### src/rx_coalesce_pkg.sv
package rx_coalesce_pkg;

  // Completion entry type and error flags byte
  localparam int TYPE_BIT       = 0;
  localparam int BEGIN_FLAG_BIT = 4;
  localparam int DONE_FLAG_BIT  = BEGIN_FLAG_BIT + 1;

  // Aggregation limits
  localparam int MAX_PAGES      = 8;
  localparam int SLOT_W         = 8;
  localparam int LEN_W          = 16;
  localparam int IDX_W          = 16;

  // Ring layout: entries per ring page, last entry links to the next page
  localparam int ENTRIES_PER_PAGE = 256;
  localparam int PAGE_SHIFT_W     = 5;

  // APB register byte addresses
  localparam logic [7:0] REG_CTRL      = 8'h00;
  localparam logic [7:0] REG_BUF_SIZE  = 8'h04;
  localparam logic [7:0] REG_RING_LO   = 8'h08;
  localparam logic [7:0] REG_RING_HI   = 8'h0c;
  localparam logic [7:0] REG_PRODUCER  = 8'h10;
  localparam logic [7:0] REG_STATUS    = 8'h14;
  localparam logic [7:0] REG_ACTIVE    = 8'h18;

  // Control field positions
  localparam int CTRL_AGG_EN_BIT  = 0;
  localparam int CTRL_RING_EN_BIT = 1;

  // Reset values
  localparam logic [4:0]  BUF_SHIFT_RESET = 5'h0c;
  localparam logic [31:0] APB_ZERO        = 32'h0;

  typedef struct packed {
    logic [7:0]                 type_error_flags;
    logic [SLOT_W-1:0]          slot;
    logic [LEN_W-1:0]           total_bytes;
    logic [LEN_W-1:0]           first_frame_bytes;
    logic [3:0]                 page_count;
    logic [MAX_PAGES*IDX_W-1:0] page_list;
  } completion_s;

  typedef struct packed {
    logic              begin_agg;
    logic              done_agg;
    logic [SLOT_W-1:0] slot;
    logic [LEN_W-1:0]  frame_bytes;
  } agg_event_s;

endpackage
### src/rx_aggregation_completion.sv
`timescale 1ns/100ps
`default_nettype none

module rx_aggregation_completion #(
  parameter int SLOTS = 8
) (
  // Clock and reset
  input  wire logic                        i_clk_sys,
  input  wire logic                        i_reset_n,
  // APB slave
  input  wire logic                        i_psel,
  input  wire logic                        i_penable,
  input  wire logic                        i_pwrite,
  input  wire logic [7:0]                  i_paddr,
  input  wire logic [31:0]                 i_pwdata,
  output logic      [31:0]                 o_prdata,
  output logic                             o_pready,
  output logic                             o_pslverr,
  // Aggregation events from the receive engine
  input  wire rx_coalesce_pkg::agg_event_s i_event,
  input  wire logic                        i_event_valid,
  // Completion entries towards the completion queue writer
  output rx_coalesce_pkg::completion_s     o_cqe,
  output logic                             o_cqe_valid,
  // Header rewrite of the held first frame
  output logic                             o_hdr_rewrite
);
  import rx_coalesce_pkg::*;

  typedef enum logic [1:0] {S_IDLE, S_ALLOC, S_EMIT} state_e;

  // Register state
  logic [1:0]             ctrl_q, ctrl_d;
  logic [4:0]             buf_shift_q, buf_shift_d;
  logic [31:0]            ring_lo_q, ring_lo_d, ring_hi_q, ring_hi_d;
  logic [IDX_W-1:0]       prod_q, prod_d;
  logic [IDX_W-1:0]       cons_q, cons_d;
  logic [SLOTS-1:0]       active_q, active_d;
  logic [7:0]             starve_q, starve_d;
  logic [31:0]            prdata_q, prdata_d;
  logic                   pready_q, pready_d, pslverr_q, pslverr_d;
  // Machine state
  state_e                 state_q, state_d;
  agg_event_s             ev_q, ev_d;
  completion_s            cqe_q, cqe_d;
  logic                   cqe_valid_q, cqe_valid_d;
  logic                   rewrite_q, rewrite_d;
  logic [3:0]             need_q, need_d;
  logic [3:0]             got_q, got_d;
  // First frame length per slot, kept from begin until done
  logic [LEN_W-1:0]       first_q [SLOTS];
  logic [LEN_W-1:0]       first_d [SLOTS];

  logic                   enabled;
  logic                   apb_access;
  logic                   apb_done;
  logic [LEN_W-1:0]       rest_bytes;
  logic [LEN_W-1:0]       page_mask;
  logic [LEN_W-1:0]       pages_raw;
  logic [IDX_W-1:0]       next_cons;

  assign enabled    = ctrl_q[CTRL_AGG_EN_BIT] & ctrl_q[CTRL_RING_EN_BIT];
  assign apb_access = i_psel & i_penable & ~pready_q;
  // Writes land at the edge where the master samples ready high
  assign apb_done   = i_psel & i_penable & pready_q;
  assign page_mask  = LEN_W'((32'h1 << buf_shift_q) - 32'h1);
  assign rest_bytes = ev_q.frame_bytes - cqe_q.first_frame_bytes;
  assign pages_raw  = LEN_W'((32'(rest_bytes) + 32'(page_mask)) >> buf_shift_q);

  // Skip the link entry at the end of each ring page
  always_comb begin
    next_cons = cons_q + IDX_W'(1);
    if (next_cons[7:0] == 8'(ENTRIES_PER_PAGE - 1)) begin
      next_cons = cons_q + IDX_W'(2);
    end
  end

  // APB register file
  always_comb begin
    ctrl_d      = ctrl_q;
    buf_shift_d = buf_shift_q;
    ring_lo_d   = ring_lo_q;
    ring_hi_d   = ring_hi_q;
    prod_d      = prod_q;
    prdata_d    = APB_ZERO;
    pready_d    = apb_access;
    pslverr_d   = 1'b0;
    if (apb_access || apb_done) begin
      case (i_paddr)
        REG_CTRL: begin
          if (apb_done && i_pwrite) begin
            ctrl_d = i_pwdata[1:0];
          end
          prdata_d = {30'h0, ctrl_q};
        end
        REG_BUF_SIZE: begin
          if (apb_done && i_pwrite) begin
            buf_shift_d = i_pwdata[4:0];
          end
          prdata_d = {27'h0, buf_shift_q};
        end
        REG_RING_LO: begin
          if (apb_done && i_pwrite) begin
            ring_lo_d = i_pwdata;
          end
          prdata_d = ring_lo_q;
        end
        REG_RING_HI: begin
          if (apb_done && i_pwrite) begin
            ring_hi_d = i_pwdata;
          end
          prdata_d = ring_hi_q;
        end
        REG_PRODUCER: begin
          if (apb_done && i_pwrite) begin
            prod_d = i_pwdata[IDX_W-1:0];
          end
          prdata_d = {16'h0, prod_q};
        end
        REG_STATUS: begin
          prdata_d = {8'h0, starve_q, cons_q};
        end
        REG_ACTIVE: begin
          prdata_d = 32'(active_q);
        end
        default: begin
          pslverr_d = apb_access;
        end
      endcase
    end
  end

  // Aggregation sequencing
  always_comb begin
    state_d     = state_q;
    ev_d        = ev_q;
    cqe_d       = cqe_q;
    cqe_valid_d = 1'b0;
    rewrite_d   = 1'b0;
    need_d      = need_q;
    got_d       = got_q;
    cons_d      = cons_q;
    active_d    = active_q;
    starve_d    = starve_q;
    first_d     = first_q;
    case (state_q)
      S_IDLE: begin
        if (i_event_valid && enabled) begin
          ev_d                    = i_event;
          cqe_d                   = '0;
          cqe_d.slot              = i_event.slot;
          if (i_event.done_agg) begin
            cqe_d.type_error_flags[DONE_FLAG_BIT] = 1'b1;
            cqe_d.first_frame_bytes = first_q[i_event.slot[$clog2(SLOTS)-1:0]];
            state_d                               = S_ALLOC;
          end else if (i_event.begin_agg) begin
            cqe_d.type_error_flags[BEGIN_FLAG_BIT] = 1'b1;
            cqe_d.total_bytes                      = i_event.frame_bytes;
            cqe_d.first_frame_bytes                = i_event.frame_bytes;
            first_d[i_event.slot[$clog2(SLOTS)-1:0]] = i_event.frame_bytes;
            active_d[i_event.slot[$clog2(SLOTS)-1:0]] = 1'b1;
            state_d                                = S_EMIT;
          end else if (active_q[i_event.slot[$clog2(SLOTS)-1:0]]) begin
            rewrite_d = 1'b1;
          end
        end
      end
      S_ALLOC: begin
        // Done events arrive with the whole length; first frame length was latched
        cqe_d.total_bytes = ev_q.frame_bytes;
        if (got_q == 4'h0 && need_q == 4'h0) begin
          need_d = (pages_raw > LEN_W'(MAX_PAGES)) ? 4'(MAX_PAGES) : pages_raw[3:0];
          if (pages_raw == '0) begin
            state_d = S_EMIT;
          end
        end else if (got_q == need_q) begin
          state_d = S_EMIT;
        end else if (cons_q != prod_q) begin
          cqe_d.page_list[32'(got_q)*IDX_W +: IDX_W] = cons_q;
          cons_d = next_cons;
          got_d  = got_q + 4'h1;
          cqe_d.page_count = got_q + 4'h1;
        end else if (starve_q != 8'hff) begin
          starve_d = starve_q + 8'h1;
        end
      end
      S_EMIT: begin
        cqe_valid_d = 1'b1;
        if (cqe_q.type_error_flags[DONE_FLAG_BIT]) begin
          active_d[ev_q.slot[$clog2(SLOTS)-1:0]] = 1'b0;
        end
        need_d  = 4'h0;
        got_d   = 4'h0;
        state_d = S_IDLE;
      end
      default: begin
        state_d = S_IDLE;
      end
    endcase
    if (!enabled) begin
      cons_d = '0;
    end
  end

  always_ff @(posedge i_clk_sys or negedge i_reset_n) begin
    if (!i_reset_n) begin
      ctrl_q      <= 2'h0;
      buf_shift_q <= BUF_SHIFT_RESET;
      ring_lo_q   <= 32'h0;
      ring_hi_q   <= 32'h0;
      prod_q      <= '0;
      cons_q      <= '0;
      active_q    <= '0;
      starve_q    <= 8'h0;
      prdata_q    <= 32'h0;
      pready_q    <= 1'b0;
      pslverr_q   <= 1'b0;
      state_q     <= S_IDLE;
      ev_q        <= '0;
      cqe_q       <= '0;
      cqe_valid_q <= 1'b0;
      rewrite_q   <= 1'b0;
      need_q      <= 4'h0;
      got_q       <= 4'h0;
      first_q     <= '{default: '0};
    end else begin
      ctrl_q      <= ctrl_d;
      buf_shift_q <= buf_shift_d;
      ring_lo_q   <= ring_lo_d;
      ring_hi_q   <= ring_hi_d;
      prod_q      <= prod_d;
      cons_q      <= cons_d;
      active_q    <= active_d;
      starve_q    <= starve_d;
      prdata_q    <= prdata_d;
      pready_q    <= pready_d;
      pslverr_q   <= pslverr_d;
      state_q     <= state_d;
      ev_q        <= ev_d;
      cqe_q       <= cqe_d;
      cqe_valid_q <= cqe_valid_d;
      rewrite_q   <= rewrite_d;
      need_q      <= need_d;
      got_q       <= got_d;
      first_q     <= first_d;
    end
  end

  assign o_prdata      = prdata_q;
  assign o_pready      = pready_q;
  assign o_pslverr     = pslverr_q;
  assign o_cqe         = cqe_q;
  assign o_cqe_valid   = cqe_valid_q;
  assign o_hdr_rewrite = rewrite_q;

endmodule

`default_nettype wire

### config.mk
export PLATFORM = sky130hd
export DESIGN_NAME = rx_aggregation_completion
export DESIGN_NICKNAME = d
export VERILOG_FILES = /design/src/rx_coalesce_pkg.sv /design/src/rx_aggregation_completion.sv
export SDC_FILE = /design/constraint.sdc
export NUM_CORES = 1
export LEC_CHECK = 0
export BUFFER_PORTS_ARGS = -buffer_cell sky130_fd_sc_hd__buf_2
export CAP_MARGIN = 40
export CORE_MARGIN = 4
export CORE_UTILIZATION = 63
export CTS_BUF_LIST = sky130_fd_sc_hd__clkbuf_4 sky130_fd_sc_hd__clkbuf_8 sky130_fd_sc_hd__clkbuf_16
export DETAILED_ROUTE_END_ITERATION = 8
export GPL_TIMING_DRIVEN = 0
export PLACE_DENSITY = 0.84
export SYNTH_ARGS = -nofsm -noshare
export SYNTH_HDL_FRONTEND = slang
export SYNTH_SLANG_ARGS = --single-unit
### constraint.sdc
create_clock -name i_clk_sys -period 16.7 [get_ports i_clk_sys]
set_input_delay 0.835 -clock i_clk_sys [delete_from_list [all_inputs] [get_ports i_clk_sys]]
set_output_delay 0.835 -clock i_clk_sys [all_outputs]
set_load 0.03 [all_outputs]
==> impl_metrics.ini <==
[status]
status = complete, no violations

[logic_synthesis]
synthCells = 2138
ys_seq_elements = 483
synth_warnings = 0
syn_area_per_cell_um2 = 11.0
synth-edff-count = 0
synth.cell_area_um2 = 23400
yosysSeqAreaShare_pct = 51.6
ys.flop_type = dfrtp_1
async_reset_ff_share_pct = 100
ys_types = 90

[cts]
cts.root.buffer_cell = clkbuf_16
ctsHtreeMaxLevel = 2
clk_latency_ns = 0.60
cts_tree = yes
numClockSinks = 483
path_clk_slew_ns = 0.06
cts_hold_buf = 0
numCtsBuffers = 49
post_cts_resized = 0
cts_buffer_depth = 3
cts_setup_buffers = 0

[timing]
worst_pin_slew_ns = 0.889
max_slew_margin_pct = 40.7
skew_ns = 0.0213
fin_crit_ns = 6.91
fmax_mhz = 145
fin_crit_sh_pct = 41.4
finalSetupTns_ns = 0
hold_viol = 0
final_max_slew_viol_count = 0
finalSetupViolCount = 0
rsz0062_at_grt = no

[power]
ir_worst_vdd_uv = 98.3
p_comb_share_pct = 11.3
powerDensity_nw_per_um2 = 97.8
p_total_mw = 2.67
clkPwrFrac_pct = 42.3
swShare_pct = 26.6
p_int_mw = 1.96
leakage_nw = 13.6
switching_power_uw = 710
seq_power_share_pct = 46.4

[job]
drv_cap = 0

[worst_setup_path]
r2r_cells = 23
r2r_start = buf_shift_q[0]
crit_path_start = buf_shift_q[0]
worst_ep_arrival_time_ns = 7.44
reg2reg_to = state_q[1]
crit_required_ns = 17.22
path_depth = 23
end_kind = flop
crit_chain = clkbuf_1 > buf_2 > clkbuf_1 > buf_1 > nand3_1 > ha_1 > clkbuf_1 > nor3_1 > and3_1 > a21oi_1 > o22ai_1 > ha_1 > a21oi_1 > o21a_1 > mux2_2 > a211oi_2 > a31oi_1 > a2111oi_0 > nand4_1 > o311ai_2 > nand4_2 > o41ai_2 > and3_1
cpPeakStageDelay_ns = 0.49
cp_max_fo = 10
crit_slowest_cell = buf_1
cp_top_family = compound AO/OA/AOI/OAI gates
crit_buf_inv = 5
cpMostUsedCell = clkbuf_1
crit_path_start_kind = flop
worstSetupPathType = reg2reg
endpoint = state_q[1]
reg2reg_slack_ns = 9.79

[routing]
viasPerCell = 6.55
ant_nets = 0
wirelength_um = 70200
route.detailed.drc = 0
first_pass_iters = 7
avgRoutedWirePerCell_um = 23.5
drtIter0Drc = 1807
num_vias = 19573

[cells_and_area]
drive_gt1_share_pct = 27.0
mostFrequentLayoutCells = dfrtp_1 (481), buf_2 (295), mux2_2 (242)
nNetsFinal = 2596
syn2layout_area_growth_pct = 16.4
final.fill_count = 2460
final_common_cell = dfrtp_1

[placement]
dpl.hpwl_um = 50000
finalWeightedCongestion = 0.970
portBuffers = 276

[global_routing]
grt_pass1_wl_um = 111000
track_usage_pct = 34.2
grt-ovfl-total = 0
grt_max_degree = 128
antenna_found_initial = 6
grt_pass1_vias = 19782

[floorplanning]
die_w_um = 201
top_level_ports = 288
rows = 70
die-area_um2 = 40300
core-area_um2 = 36600
die_h_um = 201
initial_core_util_pct = 64.0

[worst_hold_path]
hp-class = in2async
[how the worst min path moves through the flow]
stage	from	to	slack [ns]
finish	i_reset_n	o_cqe[170]	0.27
global route	i_reset_n	o_cqe[44]	0.34
CTS	i_reset_n	o_cqe[44]	0.32
detailed placement	o_cqe[41]	o_cqe[41]	0.46
global placement	o_cqe[73]	o_cqe[73]	0.45
floorplan	o_cqe[167]	o_cqe[167]	0.45
[Yosys cell counts (all sizes together), types with 4 or more instances]
| cell type | instances | area share, % |
|---|---|---|
| a31oi | 21 | 0.62 |
| nand2 | 234 | 3.8 |
| xnor2 | 26 | 0.97 |
| a22oi | 112 | 3.6 |
| mux2 | 242 | 12 |
| and3 | 10 | 0.27 |
| or3 | 7 | 0.19 |
| o31ai | 41 | 1.3 |
| o2111ai | 4 | 0.15 |
| o21a | 13 | 0.43 |
| nor4b | 7 | 0.38 |
| a22o | 89 | 3.3 |
| a21oi | 85 | 1.8 |
| nand3 | 42 | 0.90 |
| and2 | 4 | 0.11 |
| inv | 54 | 0.87 |
| nand4 | 32 | 0.95 |
| xor2 | 33 | 1.2 |
| dfrtp | 481 | 51 |
| o22ai | 8 | 0.24 |
| o211ai | 8 | 0.26 |
| ha | 40 | 2.1 |
| a21boi | 6 | 0.19 |
| a211oi | 13 | 0.46 |
| nor3b | 8 | 0.26 |
| o211a | 4 | 0.17 |
| a41oi | 4 | 0.15 |
| a32o | 16 | 0.68 |
| nand2b | 9 | 0.24 |
| buf | 41 | 1.0 |
| a221oi | 19 | 0.71 |
| nor3 | 39 | 0.88 |
| mux2i | 17 | 0.73 |
| nor2 | 94 | 1.5 |
| o21ai | 59 | 1.3 |
| a21o | 9 | 0.29 |
| nor4 | 14 | 0.37 |
| clkbuf | 136 | 2.2 |
| nor2b | 10 | 0.27 |
[sequential cells by signal (all words and copies together), names as in the netlist]
signal and cells:
active_q 8, o_prdata 32, buf_shift_q 5, ctrl_q 2
ev_q 16, got_q 4, o_hdr_rewrite 1, ring_hi_q 32
o_cqe 174, o_cqe_valid 1, ring_lo_q 32, first_q 128
state_q 2, cons_q 16, starve_q 8, need_q 4
prod_q 16, o_pslverr 1, o_pready 1
[power groups by stage]
| stage | logic (mW) | registers [mW] | clock network, mW |
|---|---|---|---|
| 6_report | 0.303 | 1.24 | 1.13 |
| 5_1_grt | 0.332 | 1.24 | 1.19 |
| 4_1_cts | 0.300 | 1.24 | 1.13 |
| 3_5_place_dp | 0.298 | 1.26 | 0 |
| 3_3_place_gp | 0.285 | 1.26 | 0 |
| 2_1_floorplan | 0.155 | 1.28 | 0 |
[stage by stage]
step / hold slack [ns] / std cells / util, % / setup slack, ns / instance area (µm²)
finish: 0.268 / 2988 / 74.5 / 9.79 / 27300
global route: 0.345 / 2987 / 74.5 / 9.46 / 27300
CTS: 0.321 / 2985 / 74.5 / 9.91 / 27300
detailed placement: 0.461 / 2899 / 69.9 / 9.93 / 25600
global placement: 0.454 / 2887 / 69.4 / 5.61 / 25400
floorplan: 0.447 / 2143 / - / 11.07 / 23400
[worst reg2reg max path: cells and delay by family (launching register included)]
| family | cells | cell delay [ns] |
|---|---|---|
| AO/OA/AOI/OAI | 9 | 2.38 |
| buffers and inverters | 5 | 1.95 |
| AND/OR/NAND/NOR | 6 | 1.22 |
| adder cells (fa/ha/maj) | 2 | 0.59 |
| multiplexers | 1 | 0.37 |
| flip-flops | 1 | 0.32 |
[cell families after synthesis]
| group | Yosys count | synth area share [%] |
|---|---|---|
| XOR/XNOR | 59 | 2.21 |
| flip-flops | 483 | 51.6 |
| AO/OA/AOI/OAI | 538 | 16.9 |
| buffers and inverters | 232 | 4.08 |
| adder cells (fa/ha/maj) | 42 | 2.31 |
| AND/OR/NAND/NOR | 524 | 10.6 |
| other | 1 | 0.0160 |
| multiplexers | 259 | 12.4 |
[metal layers]
metal  vias up  global-route usage (%)  wire length, µm
met5         -                       0               67
met1      9715                    44.3            27100
met3       239                    8.11             6320
met2      1091                    55.2            33400
met4         8                    15.6             3330
li1       8520                       -                -
[layout make-up]
type | count | area (µm²) | share of cell area, %
Sequential cell | 483 | 12100 | 44.3
Multi-Input combinational cell | 1428 | 10400 | 38.2
Timing Repair Buffer | 288 | 1560 | 5.72
Clock buffer | 72 | 1490 | 5.44
Buffer | 177 | 749 | 2.75
Tap cell | 468 | 586 | 2.15
Inverter | 55 | 206 | 0.757
Clock inverter | 14 | 179 | 0.656
Antenna cell | 3 | 7.51 | 0.0275
Note: power is estimated with default switching activity, not from simulation.
